==> config.mk <==
export PLATFORM = sky130hd
export DESIGN_NAME = arsf_top
export DESIGN_NICKNAME = d
export VERILOG_FILES = /design/src/rtl/arsf_pkg.sv /design/src/rtl/arsf_top.sv
export SDC_FILE = /design/constraint.sdc
export NUM_CORES = 2
export LEC_CHECK = 0
export ABC_AREA = 1
export BUFFER_PORTS_ARGS = -buffer_cell sky130_fd_sc_hd__buf_2
export CORE_ASPECT_RATIO = 0.7
export CORE_MARGIN = 4
export CORE_UTILIZATION = 55
export DETAILED_ROUTE_END_ITERATION = 8
export PLACE_DENSITY = 0.69
export SYNTH_ARGS = -nofsm -noshare
export SYNTH_HDL_FRONTEND = slang
export SYNTH_SLANG_ARGS = --single-unit
==> constraint.sdc <==
create_clock -name sys_clk_in -period 3.9 [get_ports sys_clk_in]
set_input_delay 0.78 -clock sys_clk_in [delete_from_list [all_inputs] [get_ports sys_clk_in]]
set_output_delay 0.78 -clock sys_clk_in [all_outputs]
set_load 0.02 [all_outputs]
==> src/rtl/arsf_pkg.sv <==
package arsf_pkg;
  // Register indices, byte address is four times the index
  localparam logic [3:0] IDX_DATA = 4'h0;
  localparam logic [3:0] IDX_FEATURE = 4'h1;
  localparam logic [3:0] IDX_COUNT = 4'h2;
  localparam logic [3:0] IDX_ADDR_LOW = 4'h3;
  localparam logic [3:0] IDX_ADDR_MID = 4'h4;
  localparam logic [3:0] IDX_ADDR_HIGH = 4'h5;
  localparam logic [3:0] IDX_DRIVE = 4'h6;
  localparam logic [3:0] IDX_COMMAND = 4'h7;
  // Opcodes
  localparam logic [7:0] OP_READ0 = 8'h20;
  localparam logic [7:0] OP_READ1 = 8'h21;
  localparam logic [7:0] OP_VERIFY0 = 8'h40;
  localparam logic [7:0] OP_VERIFY1 = 8'h41;
  localparam logic [3:0] OP_RECAL_HI = 4'h1;
  localparam logic [3:0] OP_SEEK_HI = 4'h7;
  localparam logic [7:0] OP_SET_FEATURES = 8'hEF;
  // Feature codes
  localparam logic [7:0] FT_8BIT_ON = 8'h01;
  localparam logic [7:0] FT_WCACHE_ON = 8'h02;
  localparam logic [7:0] FT_XFER_MODE = 8'h03;
  localparam logic [7:0] FT_APM_ON = 8'h05;
  localparam logic [7:0] FT_EXTPWR_ON = 8'h09;
  localparam logic [7:0] FT_PL1_ON = 8'h0A;
  localparam logic [7:0] FT_ECC_VENDOR = 8'h44;
  localparam logic [7:0] FT_LOOKAHEAD_OFF = 8'h55;
  localparam logic [7:0] FT_POR_OFF = 8'h66;
  localparam logic [7:0] FT_NOP_A = 8'h69;
  localparam logic [7:0] FT_8BIT_OFF = 8'h81;
  localparam logic [7:0] FT_WCACHE_OFF = 8'h82;
  localparam logic [7:0] FT_APM_OFF = 8'h85;
  localparam logic [7:0] FT_EXTPWR_OFF = 8'h89;
  localparam logic [7:0] FT_PL1_OFF = 8'h8A;
  localparam logic [7:0] FT_NOP_B = 8'h96;
  localparam logic [7:0] FT_NOP_C = 8'h97;
  localparam logic [7:0] FT_CURRENT = 8'h9A;
  localparam logic [7:0] FT_LOOKAHEAD_ON = 8'hAA;
  localparam logic [7:0] FT_ECC_FOUR = 8'hBB;
  localparam logic [7:0] FT_POR_ON = 8'hCC;
  // Transfer type field values
  localparam logic [4:0] XT_PIO_DEFAULT = 5'h00;
  localparam logic [4:0] XT_PIO_FLOW = 5'h01;
  localparam logic [4:0] XT_MW_DMA = 5'h04;
  localparam logic [4:0] XT_ULTRA_DMA = 5'h08;
  // Status and error bit positions
  localparam int ST_BUSY = 7;
  localparam int ST_READY = 6;
  localparam int ST_DRQ = 3;
  localparam int ST_ERR = 0;
  localparam int ER_UNC = 6;
  localparam int ER_IDNF = 4;
  localparam int ER_ABRT = 2;
  // Words per 512-byte sector
  localparam int SECTOR_WORDS = 128;
  // Reset values
  localparam logic [7:0] RST_APM_LEVEL = 8'hFE;
  localparam logic [7:0] RST_XFER_MODE = 8'h00;
  localparam logic [7:0] RST_COUNT = 8'h01;
  localparam logic [7:0] RST_ADDR_LOW = 8'h01;
  localparam logic [7:0] RST_DRIVE = 8'hA0;
  localparam logic [7:0] RST_CURRENT = 8'hFF;
  localparam logic [7:0] ECC_FOUR_BYTES = 8'h04;
  localparam logic [1:0] RESP_OKAY = 2'b00;
  localparam logic [1:0] RESP_DECERR = 2'b11;
  typedef enum logic [2:0] {ARSF_IDLE, ARSF_FETCH, ARSF_WAIT, ARSF_XFER, ARSF_FLUSH} arsf_state_t;
endpackage : arsf_pkg

==> src/rtl/arsf_top.sv <==
`timescale 1ns/10ps
`default_nettype none
module arsf_top #(
  parameter logic [27:0] MAX_LBA = 28'h00FFFFF,
  parameter logic [7:0] CURRENT_MIN = 8'h01,
  parameter logic [7:0] CURRENT_MAX = 8'h64,
  parameter logic [7:0] ECC_VENDOR_BYTES = 8'h04
) (
  input wire logic sys_clk_in, // Clock
  input wire logic rst_n_in, // Async reset, low
  input wire logic [5:0] s_axi_awaddr_in, // Write address
  input wire logic s_axi_awvalid_in, // Write address valid
  output logic s_axi_awready_out, // Write address ready
  input wire logic [31:0] s_axi_wdata_in, // Write data
  input wire logic [3:0] s_axi_wstrb_in, // Write strobes
  input wire logic s_axi_wvalid_in, // Write data valid
  output logic s_axi_wready_out, // Write data ready
  output logic [1:0] s_axi_bresp_out, // Write response
  output logic s_axi_bvalid_out, // Write response valid
  input wire logic s_axi_bready_in, // Write response ready
  input wire logic [5:0] s_axi_araddr_in, // Read address
  input wire logic s_axi_arvalid_in, // Read address valid
  output logic s_axi_arready_out, // Read address ready
  output logic [31:0] s_axi_rdata_out, // Read data
  output logic [1:0] s_axi_rresp_out, // Read response
  output logic s_axi_rvalid_out, // Read data valid
  input wire logic s_axi_rready_in, // Read data ready
  output logic media_req_out, // Sector fetch pulse
  output logic [27:0] media_lba_out, // Sector to fetch
  input wire logic media_wvalid_in, // Sector word valid
  input wire logic [31:0] media_wdata_in, // Sector word
  input wire logic media_done_in, // Sector fetch done
  input wire logic media_err_in, // Fetch failed, with done
  output logic flush_req_out, // Cache flush pulse
  input wire logic flush_done_in, // Cache flush done
  output logic intrq_out, // Host interrupt level
  output logic eight_bit_out, // 8-bit transfers on
  output logic wcache_out, // Write cache on
  output logic [7:0] xfer_mode_out, // Transfer type and mode
  output logic apm_on_out, // Power management on
  output logic [7:0] apm_level_out, // Power management level
  output logic pl1_on_out, // Power level 1 on
  output logic ext_pwr_out, // Extended power on
  output logic lookahead_out, // Read look-ahead on
  output logic por_restore_out, // Restore defaults at soft reset
  output logic [7:0] ecc_bytes_out, // Long command ECC bytes
  output logic [7:0] current_limit_out // Host current setting
);
  import arsf_pkg::*;

  // ==========================================
  // Task file and status
  arsf_state_t state;
  logic [7:0] feature, count, a_low, a_mid, a_high, drive, err_reg;
  logic busy, data_request_bit, err, verifying;
  logic [8:0] remain;
  logic [6:0] widx, ridx;
  logic [31:0] buffer [SECTOR_WORDS];
  wire [27:0] lba = {drive[3:0], a_high, a_mid, a_low};
  wire [27:0] lba_next = lba + 28'h0000001;
  wire [7:0] status = {busy, ~busy, 2'b00, data_request_bit, 2'b00, err};

  // ==========================================
  // Bus slave
  logic aw_hold, w_hold;
  logic [3:0] aw_idx;
  logic [7:0] w_byte;
  logic w_lane;
  assign s_axi_awready_out = !aw_hold && !s_axi_bvalid_out;
  assign s_axi_wready_out = !w_hold && !s_axi_bvalid_out;
  assign s_axi_arready_out = !s_axi_rvalid_out;
  wire aw_fire = s_axi_awvalid_in && s_axi_awready_out;
  wire w_fire = s_axi_wvalid_in && s_axi_wready_out;
  wire ar_fire = s_axi_arvalid_in && s_axi_arready_out;
  wire do_write = aw_hold && w_hold && !s_axi_bvalid_out;
  wire wr_mapped = (aw_idx >= IDX_FEATURE) && (aw_idx <= IDX_COMMAND);
  wire wr_ok = do_write && wr_mapped && w_lane && !busy;
  wire [3:0] ar_idx = s_axi_araddr_in[5:2];
  wire rd_mapped = ar_idx <= IDX_COMMAND;
  wire rd_data = ar_fire && (ar_idx == IDX_DATA) && data_request_bit;
  wire rd_status = ar_fire && (ar_idx == IDX_COMMAND);
  wire cmd_wr = wr_ok && (aw_idx == IDX_COMMAND);
  logic [31:0] rd_value;
  always_comb begin
    case (ar_idx)
      IDX_DATA: rd_value = data_request_bit ? buffer[ridx] : 32'h0000_0000;
      IDX_FEATURE: rd_value = {24'h000000, err_reg};
      IDX_COUNT: rd_value = {24'h000000, count};
      IDX_ADDR_LOW: rd_value = {24'h000000, a_low};
      IDX_ADDR_MID: rd_value = {24'h000000, a_mid};
      IDX_ADDR_HIGH: rd_value = {24'h000000, a_high};
      IDX_DRIVE: rd_value = {24'h000000, drive};
      IDX_COMMAND: rd_value = {24'h000000, status};
      default: rd_value = 32'h0000_0000;
    endcase
  end

  always_ff @(posedge sys_clk_in or negedge rst_n_in) begin
    if (!rst_n_in) begin
      aw_hold <= 1'b0;
      w_hold <= 1'b0;
      aw_idx <= 4'h0;
      w_byte <= 8'h00;
      w_lane <= 1'b0;
      s_axi_bvalid_out <= 1'b0;
      s_axi_bresp_out <= RESP_OKAY;
      s_axi_rvalid_out <= 1'b0;
      s_axi_rresp_out <= RESP_OKAY;
      s_axi_rdata_out <= 32'h0000_0000;
    end else begin
      if (aw_fire) begin
        aw_hold <= 1'b1;
        aw_idx <= s_axi_awaddr_in[5:2];
      end
      if (w_fire) begin
        w_hold <= 1'b1;
        w_byte <= s_axi_wdata_in[7:0];
        w_lane <= s_axi_wstrb_in[0];
      end
      if (do_write) begin
        aw_hold <= 1'b0;
        w_hold <= 1'b0;
        s_axi_bvalid_out <= 1'b1;
        s_axi_bresp_out <= wr_mapped ? RESP_OKAY : RESP_DECERR;
      end else if (s_axi_bready_in) begin
        s_axi_bvalid_out <= 1'b0;
      end
      if (ar_fire) begin
        s_axi_rvalid_out <= 1'b1;
        s_axi_rresp_out <= rd_mapped ? RESP_OKAY : RESP_DECERR;
        s_axi_rdata_out <= rd_value;
      end else if (s_axi_rready_in) begin
        s_axi_rvalid_out <= 1'b0;
      end
    end
  end

  // ==========================================
  // Feature decode
  wire [4:0] xt = count[7:3];
  wire xt_ok = (xt == XT_PIO_DEFAULT && count[2:1] == 2'b00) || xt == XT_PIO_FLOW
    || xt == XT_MW_DMA || xt == XT_ULTRA_DMA;
  wire apm_ok = count != 8'h00 && count != 8'hFF;
  logic ft_ok;
  always_comb begin
    case (feature)
      FT_8BIT_ON, FT_8BIT_OFF, FT_WCACHE_ON, FT_WCACHE_OFF, FT_APM_OFF: ft_ok = 1'b1;
      FT_EXTPWR_ON, FT_EXTPWR_OFF, FT_PL1_ON, FT_PL1_OFF: ft_ok = 1'b1;
      FT_ECC_VENDOR, FT_ECC_FOUR, FT_LOOKAHEAD_OFF, FT_LOOKAHEAD_ON: ft_ok = 1'b1;
      FT_POR_OFF, FT_POR_ON, FT_CURRENT: ft_ok = 1'b1;
      FT_NOP_A, FT_NOP_B, FT_NOP_C: ft_ok = 1'b1;
      FT_XFER_MODE: ft_ok = xt_ok;
      FT_APM_ON: ft_ok = apm_ok;
      default: ft_ok = 1'b0;
    endcase
  end
  wire is_read = w_byte == OP_READ0 || w_byte == OP_READ1;
  wire is_verify = w_byte == OP_VERIFY0 || w_byte == OP_VERIFY1;
  wire is_recal = w_byte[7:4] == OP_RECAL_HI;
  wire is_seek = w_byte[7:4] == OP_SEEK_HI;
  wire is_setf = w_byte == OP_SET_FEATURES;
  wire setf_go = cmd_wr && is_setf && ft_ok;

  always_ff @(posedge sys_clk_in or negedge rst_n_in) begin
    if (!rst_n_in) begin
      eight_bit_out <= 1'b0;
      wcache_out <= 1'b0;
      xfer_mode_out <= RST_XFER_MODE;
      apm_on_out <= 1'b0;
      apm_level_out <= RST_APM_LEVEL;
      pl1_on_out <= 1'b1;
      ext_pwr_out <= 1'b0;
      lookahead_out <= 1'b0;
      por_restore_out <= 1'b1;
      ecc_bytes_out <= ECC_FOUR_BYTES;
      current_limit_out <= RST_CURRENT;
    end else if (setf_go) begin
      case (feature)
        FT_8BIT_ON: eight_bit_out <= 1'b1;
        FT_8BIT_OFF: eight_bit_out <= 1'b0;
        FT_WCACHE_ON: wcache_out <= 1'b1;
        FT_XFER_MODE: xfer_mode_out <= count;
        FT_APM_ON: begin
          apm_on_out <= 1'b1;
          apm_level_out <= count;
        end
        FT_APM_OFF: apm_on_out <= 1'b0;
        FT_PL1_ON: pl1_on_out <= 1'b1;
        FT_PL1_OFF: pl1_on_out <= 1'b0;
        FT_EXTPWR_ON: ext_pwr_out <= 1'b1;
        FT_EXTPWR_OFF: ext_pwr_out <= 1'b0;
        FT_LOOKAHEAD_OFF: lookahead_out <= 1'b0;
        FT_LOOKAHEAD_ON: lookahead_out <= 1'b1;
        FT_POR_OFF: por_restore_out <= 1'b0;
        FT_POR_ON: por_restore_out <= 1'b1;
        FT_ECC_VENDOR: ecc_bytes_out <= ECC_VENDOR_BYTES;
        FT_ECC_FOUR: ecc_bytes_out <= ECC_FOUR_BYTES;
        FT_CURRENT: current_limit_out <= count;
        default: ;
      endcase
    end else if (state == ARSF_FLUSH && flush_done_in) begin
      wcache_out <= 1'b0;
    end
  end

  // ==========================================
  // Command sequencer
  assign media_lba_out = lba;
  always_ff @(posedge sys_clk_in) begin
    if (state == ARSF_WAIT && media_wvalid_in) begin
      buffer[widx] <= media_wdata_in;
    end
  end

  always_ff @(posedge sys_clk_in or negedge rst_n_in) begin
    if (!rst_n_in) begin
      state <= ARSF_IDLE;
      feature <= 8'h00;
      count <= RST_COUNT;
      a_low <= RST_ADDR_LOW;
      a_mid <= 8'h00;
      a_high <= 8'h00;
      drive <= RST_DRIVE;
      err_reg <= 8'h00;
      busy <= 1'b0;
      data_request_bit <= 1'b0;
      err <= 1'b0;
      verifying <= 1'b0;
      remain <= 9'h000;
      widx <= 7'h00;
      ridx <= 7'h00;
      intrq_out <= 1'b0;
      media_req_out <= 1'b0;
      flush_req_out <= 1'b0;
    end else begin
      media_req_out <= 1'b0;
      flush_req_out <= 1'b0;
      if (rd_status) intrq_out <= 1'b0;
      if (wr_ok) begin
        case (aw_idx)
          IDX_FEATURE: feature <= w_byte;
          IDX_COUNT: count <= w_byte;
          IDX_ADDR_LOW: a_low <= w_byte;
          IDX_ADDR_MID: a_mid <= w_byte;
          IDX_ADDR_HIGH: a_high <= w_byte;
          IDX_DRIVE: drive <= {1'b1, w_byte[6], 1'b1, w_byte[4:0]};
          default: ;
        endcase
      end
      case (state)
        ARSF_IDLE: begin
          if (cmd_wr) begin
            err <= 1'b0;
            err_reg <= 8'h00;
            if (is_read || is_verify) begin
              busy <= 1'b1;
              verifying <= is_verify;
              remain <= (count == 8'h00) ? 9'h100 : {1'b0, count};
              state <= ARSF_FETCH;
            end else if (is_seek && lba > MAX_LBA) begin
              err <= 1'b1;
              err_reg[ER_IDNF] <= 1'b1;
              intrq_out <= 1'b1;
            end else if (is_recal || is_seek) begin
              intrq_out <= 1'b1;
            end else if (setf_go && feature == FT_WCACHE_OFF) begin
              busy <= 1'b1;
              flush_req_out <= 1'b1;
              state <= ARSF_FLUSH;
            end else if (setf_go) begin
              intrq_out <= 1'b1;
              if (feature == FT_CURRENT) begin
                a_mid <= CURRENT_MIN;
                a_high <= CURRENT_MAX;
              end
            end else begin
              err <= 1'b1;
              err_reg[ER_ABRT] <= 1'b1;
              intrq_out <= 1'b1;
            end
          end
        end
        ARSF_FETCH: begin
          busy <= 1'b1;
          widx <= 7'h00;
          media_req_out <= 1'b1;
          state <= ARSF_WAIT;
        end
        ARSF_WAIT: begin
          if (media_wvalid_in) widx <= widx + 7'h01;
          if (media_done_in && media_err_in) begin
            busy <= 1'b0;
            err <= 1'b1;
            err_reg[ER_UNC] <= 1'b1;
            intrq_out <= 1'b1;
            if (verifying) count <= remain[7:0];
            state <= ARSF_IDLE;
          end else if (media_done_in && verifying) begin
            if (remain == 9'h001) begin
              busy <= 1'b0;
              intrq_out <= 1'b1;
              state <= ARSF_IDLE;
            end else begin
              remain <= remain - 9'h001;
              {drive[3:0], a_high, a_mid, a_low} <= lba_next;
              state <= ARSF_FETCH;
            end
          end else if (media_done_in) begin
            busy <= 1'b0;
            data_request_bit <= 1'b1;
            ridx <= 7'h00;
            intrq_out <= 1'b1;
            state <= ARSF_XFER;
          end
        end
        ARSF_XFER: begin
          if (rd_data) begin
            ridx <= ridx + 7'h01;
            if (ridx == 7'(SECTOR_WORDS - 1)) begin
              data_request_bit <= 1'b0;
              if (remain == 9'h001) begin
                state <= ARSF_IDLE;
              end else begin
                remain <= remain - 9'h001;
                {drive[3:0], a_high, a_mid, a_low} <= lba_next;
                busy <= 1'b1;
                state <= ARSF_FETCH;
              end
            end
          end
        end
        ARSF_FLUSH: begin
          if (flush_done_in) begin
            busy <= 1'b0;
            intrq_out <= 1'b1;
            state <= ARSF_IDLE;
          end
        end
        default: state <= ARSF_IDLE;
      endcase
    end
  end
endmodule : arsf_top
`default_nettype wire

* Word level (Yosys, flattened, before mapping) *
Memory sizes are Yosys's and may differ from the RTL's.
Index checks and enable logic that the tools add are counted.

operators by class
  add/sub/neg operators = 4
  magnitude comparators = 4
  equal/unequal tests = 70
  mux-type cells = 157
  bitwise gates (word level) = 1
  reduce and logical (&&, ||, !) cells = 81

operators with widths
  kind                     count
  $mux W8                  40
  $pmux W32 S8             1
  $eq A8 B8 Y1 const B     12
  $mux W9                  8
  $mux W1                  61
  $eq A8 B7 Y1 const B     6
  $pmux W8 S3              2
  $mux W7                  6
  $eq A4 B3 Y1 const B     9
  $mux W3                  11
  $mux W32                 1
  $add A28 B1 Y28 const B  1
  $gt A28 B20 Y1 const B   1
  $mux W4                  7
  $pmux W7 S2              2
  $reduce_and A2 Y1        14
  $reduce_bool A2 Y1       14
  $pmux W9 S3              1
  $logic_and A1 B1 Y1      25
  $ne A2 B2 Y1 const B     10
  $reduce_or A19 Y1        1
  $pmux W1 S2              9
  $eq A4 B2 Y1 const B     4
  $eq A8 B2 Y1 const B     2
  45 further kinds         69

storage, ports and cells
  register bits = 166
  RAM bits = 4096
  input bits = 91
  output and inout port bits = 111
  logic and storage cells = 358
  memories = 1

memories
  name    words  bits a word  read ports  clocked after memory_dff  write ports  line            RTL
  buffer  128    32           1           0                         1            arsf_top.sv:58  logic [31:0] buffer [SECTOR_WORDS];

* Logic depth before layout (Yosys ltp) *
  word-level depth = 15
  depth in mapped cells = 17
  mapped depth without buffers = 14

* Worst setup path after synthesis *
Ideal clock, no wire load.

  kind = flip-flop to flip-flop
  start point = reg state[2]
  end point = mem buffer[102][0], enable pin
  setup time = 0.421 ns
  data arrival time = 3.000 ns
  required time = 3.479 ns
  slack = 0.479 ns
  cell stages (with the launch flop) = 9
  clock period less this slack = 3.421 ns
  cells stage by stage = dfrtp_1 inv_1 nand2_1 nor2_1 nand2_1 nor2_1 nand3_1 clkbuf_1 nor2_1

between the ends
  longest elaborated chain between the ends = 4

ends and longest elaborated chain
  element                        line             RTL
  start: declaration             arsf_top.sv:53   arsf_state_t state;
  start signal: assignment       arsf_top.sv:217  state <= ARSF_IDLE;
  start signal: assignment       arsf_top.sv:259  state <= ARSF_FETCH;
  start signal: assignment       arsf_top.sv:269  state <= ARSF_FLUSH;
  $eq A3 B2 Y1                   arsf_top.sv:210  if (state == ARSF_WAIT && media_wvalid_in) begin
  $logic_and A1 B1 Y1            arsf_top.sv:210
  $mux W1                        arsf_top.sv:210
  $mux W1 (implied by the code)  arsf_top.sv:211  buffer[widx] <= media_wdata_in;
  end: declaration               arsf_top.sv:58

No other way between the ends.

* Final worst setup path *
  start point = reg ridx[0]
  end point = reg s_axi_rdata_out[29]

between the ends
  longest elaborated chain between the ends = 3

ends and longest elaborated chain
  element                   line             RTL
  start: declaration        arsf_top.sv:57   logic [6:0] widx, ridx;
  start signal: assignment  arsf_top.sv:318  ridx <= ridx + 7'h01;
  $mem_v2 Z128 W32          --
  $mux W32                  arsf_top.sv:86   IDX_DATA: rd_value = data_request_bit ? buffer[ridx] : 32'h0000_0000;
  $pmux W32 S8              arsf_top.sv:85   case (ar_idx)
  end signal: assignment    arsf_top.sv:131  s_axi_rdata_out <= rd_value;
  end: declaration          arsf_top.sv:24   output logic [31:0] s_axi_rdata_out,

No other way between the ends.
A chain may end at the register's enable or synchronous reset.

==> flow_summary.json <==
{
  "gr-total-overflow": 0,
  "finalHoldViolCount": 0,
  "seq_power_share": 0.553,
  "status": "complete, no violations",
  "die_y_um": 474,
  "wl_met2_um": 221000,
  "insertion_delay_ns": 0.94,
  "postCtsSetupBuffers": 0,
  "tritoncts": "built",
  "hold_slack_ns": 0.0797,
  "total_power_mw": 91.8,
  "ir_worst_vdd_v": 0.000464,
  "cts-resized-gates": 0,
  "comb_power_share": 0.029,
  "p_sw_mw": 19.2,
  "top_register": "buffer",
  "hold_path_class": "in -> reg",
  "fin_skew_ns": 0.0511,
  "drt-met1-wl_um": 196000,
  "cap_violations": 0,
  "grt_first_pass_wirelength_um": 739000,
  "switching_share": 0.209,
  "dpl.hpwl_um": 289000,
  "top_layer_used": "met5",
  "drv_slew": 0,
  "fp.dieW_um": 674,
  "largest_reg_flops": 4096,
  "drt-total-wl_um": 512000,
  "synthToLayoutAreaGrowth_pct": 12.0,
  "dp_cells": 17700,
  "utilization": 0.622,
  "dieArea_mm2": 0.320,
  "syn_area_mm2": 0.171,
  "num_rows": 170,
  "critical_path_required_ns": 4.75,
  "cts_buffer_depth": 4,
  "first_iter_violations": 18400,
  "avgRoutedWirePerCell_um": 27.9,
  "rsz0062_at_grt": "no",
  "synth_edf_count": 4096,
  "clk_pin_slew_ns": 0.07,
  "drtAntennaViolNets": 0,
  "power_density_mw_per_mm2": 480,
  "synth_cells": 13900,
  "cts_inserted_buffers": 387,
  "grt_pass1_vias": 111000,
  "drt_pass1_iterations": 6,
  "grt_max_degree": 181,
  "seq_area_frac_synth": 0.745,
  "track_usage": 0.315,
  "cts-htree-levels": 5,
  "place_area_mm2": 0.179,
  "port_buffers": 162,
  "finalInstanceArea_mm2": 0.191,
  "finalCriticalPeriod_ns": 3.54,
  "relSlewSlack": 0.148,
  "place_congestion": 0.947,
  "io-pin-count": 202,
  "fillers": 22800,
  "ys_async_sr_fraction": 0.0385,
  "antenna_found_initial": 41,
  "setup_viol": 0,
  "p_clk_frac": 0.417,
  "drc": 0,
  "drive_gt1_frac": 0.0951,
  "finalWorstSetupSlack_ns": 0.361,
  "worst_pin_slew_ns": 1.28,
  "fin_nets": 14000,
  "max_freq_mhz": 283,
  "ys_ff_latch": 4260,
  "place_ws_ns": 0.517,
  "met3_wirelength_um": 74500,
  "fin_crit_sh": 0.907,
  "yosys_warnings": 0,
  "cts.sinks": 4260,
  "via_count": 117000,
  "leakagePower_nw": 65.4,
  "cts_root_buffer": "clkbuf_16",
  "viasPerCell": 6.38,
  "initial_core_util": 0.555,
  "core_area_mm2": 0.308,
  "endpoint_kind": "register",
  "synth_flop_cell": "edfxtp_1",
  "critPathMaxFanout": 54,
  "cellInternalPower_mw": 72.6,
  "startpoint_type": "register",
  "fin_cells": 18400,
  "crit_arrival_ns": 4.39,
  "synth_area_per_cell_um2": 12.3,
  "finalSetupTns_ns": 0,
  "critPathKind": "reg -> reg",
  "reg_top3": "buffer (4096), s_axi_rdata_out (32), remain (9)",
  "synth.distinct_cells": 52
}
==> cell usage after synthesis (2+ instances only) <==
| cell | number | area [µm²] |
|---|---|---|
| clkinv_1 | 2 | 7.51 |
| inv_2 | 5 | 18.8 |
| mux2_2 | 2 | 22.5 |
| a21oi_1 | 82 | 410 |
| buf_1 | 97 | 364 |
| o21ai_1 | 489 | 2450 |
| nor3_4 | 2 | 32.5 |
| inv_1 | 198 | 743 |
| buf_4 | 83 | 623 |
| o22a_1 | 2 | 17.5 |
| nand2_1 | 2326 | 8730 |
| o22ai_1 | 735 | 4600 |
| o2111ai_1 | 3 | 26.3 |
| dfrtp_1 | 145 | 3630 |
| buf_2 | 144 | 721 |
| conb_1 | 2 | 7.51 |
| nor2_1 | 1693 | 6350 |
| a31oi_1 | 3 | 18.8 |
| xor2_1 | 15 | 131 |
| clkbuf_1 | 589 | 2210 |
| ha_1 | 5 | 62.6 |
| xnor2_1 | 3 | 26.3 |
| nand3_1 | 1849 | 9250 |
| a221oi_1 | 3 | 26.3 |
| nor4_1 | 7 | 43.8 |
| a211oi_1 | 3 | 22.5 |
| o31ai_1 | 5 | 37.5 |
| or2_2 | 8 | 50.1 |
| buf_6 | 37 | 417 |
| edfxtp_1 | 4096 | 123000 |
| dfstp_2 | 19 | 499 |
| o211ai_1 | 16 | 120 |
| o21ai_0 | 1124 | 5630 |
| nand4_1 | 19 | 119 |
| nor3_1 | 24 | 120 |
| nand2_2 | 6 | 37.5 |
| o221ai_1 | 3 | 26.3 |
==> power groups by stage <==
| stage | Combinational, mW | Sequential (mW) | Clock [mW] |
|---|---|---|---|
| floorplan | 0.890 | 51.7 | 0 |
| global placement | 2.57 | 51.8 | 0 |
| detailed placement | 2.63 | 51.8 | 0 |
| CTS | 2.63 | 50.8 | 38.6 |
| global route | 2.89 | 50.8 | 40.5 |
| finish | 2.70 | 50.8 | 38.3 |
==> layer usage <==
metal / up-vias / track usage
met5: - / 0
met2: 7922 / 0.457
li1: 50500 / -
met3: 1086 / 0.0850
met4: 28 / 0.116
met1: 57600 / 0.458
==> path summary, 6_finish.rpt <==
| kind | startpoint | endpoint | slack, ns | cells after the start |
|---|---|---|---|---|
| min in group asynchronous | rst_n_in | feature[6] | 0.38 | 2 |
| hold / removal | s_axi_awaddr_in[4] | aw_idx[2] | 0.08 | 2 |
| setup / recovery | ridx[0] | s_axi_rdata_out[29] | 0.36 | 13 |
| max in group asynchronous | rst_n_in | ridx[1] | 2.63 | 3 |
| hold reg to reg | xfer_mode_out[4] | xfer_mode_out[4] | 0.47 | 2 |
| setup reg to reg | ridx[0] | s_axi_rdata_out[29] | 0.36 | 13 |
==> cells in the final DEF (no fill, tap or decap), types with 4 or more instances in the layout <==
cell and count:
diode_2 22, clkbuf_1 84, clkinv_2 57, clkinvlp_4 16
clkbuf_16 394, o21ai_1 489, dfrtp_4 5, buf_12 140
o211ai_1 16, nand2_2 9, nand3_1 1845, nand2_1 2323
clkinv_4 8, inv_1 193, o22ai_1 735, inv_6 13
nand4_1 19, buf_4 348, o21ai_0 1124, buf_2 129
nor3_1 24, bufinv_16 47, nor2_4 128, dfstp_2 19
nor4_1 7, inv_8 4, xor2_1 15, ha_1 5
conb_1 8, edfxtp_1 4096, nor2_1 1565, or2_2 8
o31ai_1 5, a21oi_1 82, dfrtp_1 138, nand3_2 5
inv_2 5, clkinv_1 67
==> kinds of logic after synthesis <==
logic type | share of synthesized area
AOI/OAI and AO/OA | 0.0787
xor gates and xnor gates | 0.000923
other | 0.0000440
adders and majority gates | 0.000366
DFF | 0.745
muxes | 0.000132
buffers and inverters | 0.0299
and+or+nand+nor | 0.145
==> layout make-up <==
class                           instances  area (µm²)  share of cell area
Sequential cell                      4260      127000               0.665
Multi-Input combinational cell       8450       39500               0.207
Clock buffer                          481       10200              0.0534
Timing Repair Buffer                  620        6090              0.0318
Tap cell                             4128        5160              0.0270
Clock inverter                        210        2310              0.0121
Inverter                              205         805             0.00421
Antenna cell                           22        55.1            0.000288
==> worst max-delay path: stages, from the launching register on <==
cell and delay [ns]:
dfrtp_4 0.57, inv_8 0.40, buf_12 0.24, buf_12 0.27, nor2_1 0.07, o22ai_1 0.16
nand2_1 0.08, nand3_1 0.27, nand3_1 0.12, nand3_1 0.43, nand2_1 0.11, nand2_1 0.21
nand3_1 0.31, nand2_1 0.17
==> what timing repair did <==
item                                    4_1_cts  5_1_grt
endpoints found under the hold margin        39        0
endpoints found under the setup margin        0        0
hold buffers                                  2        0
No activity file was read; power rests on OpenSTA's default activity.
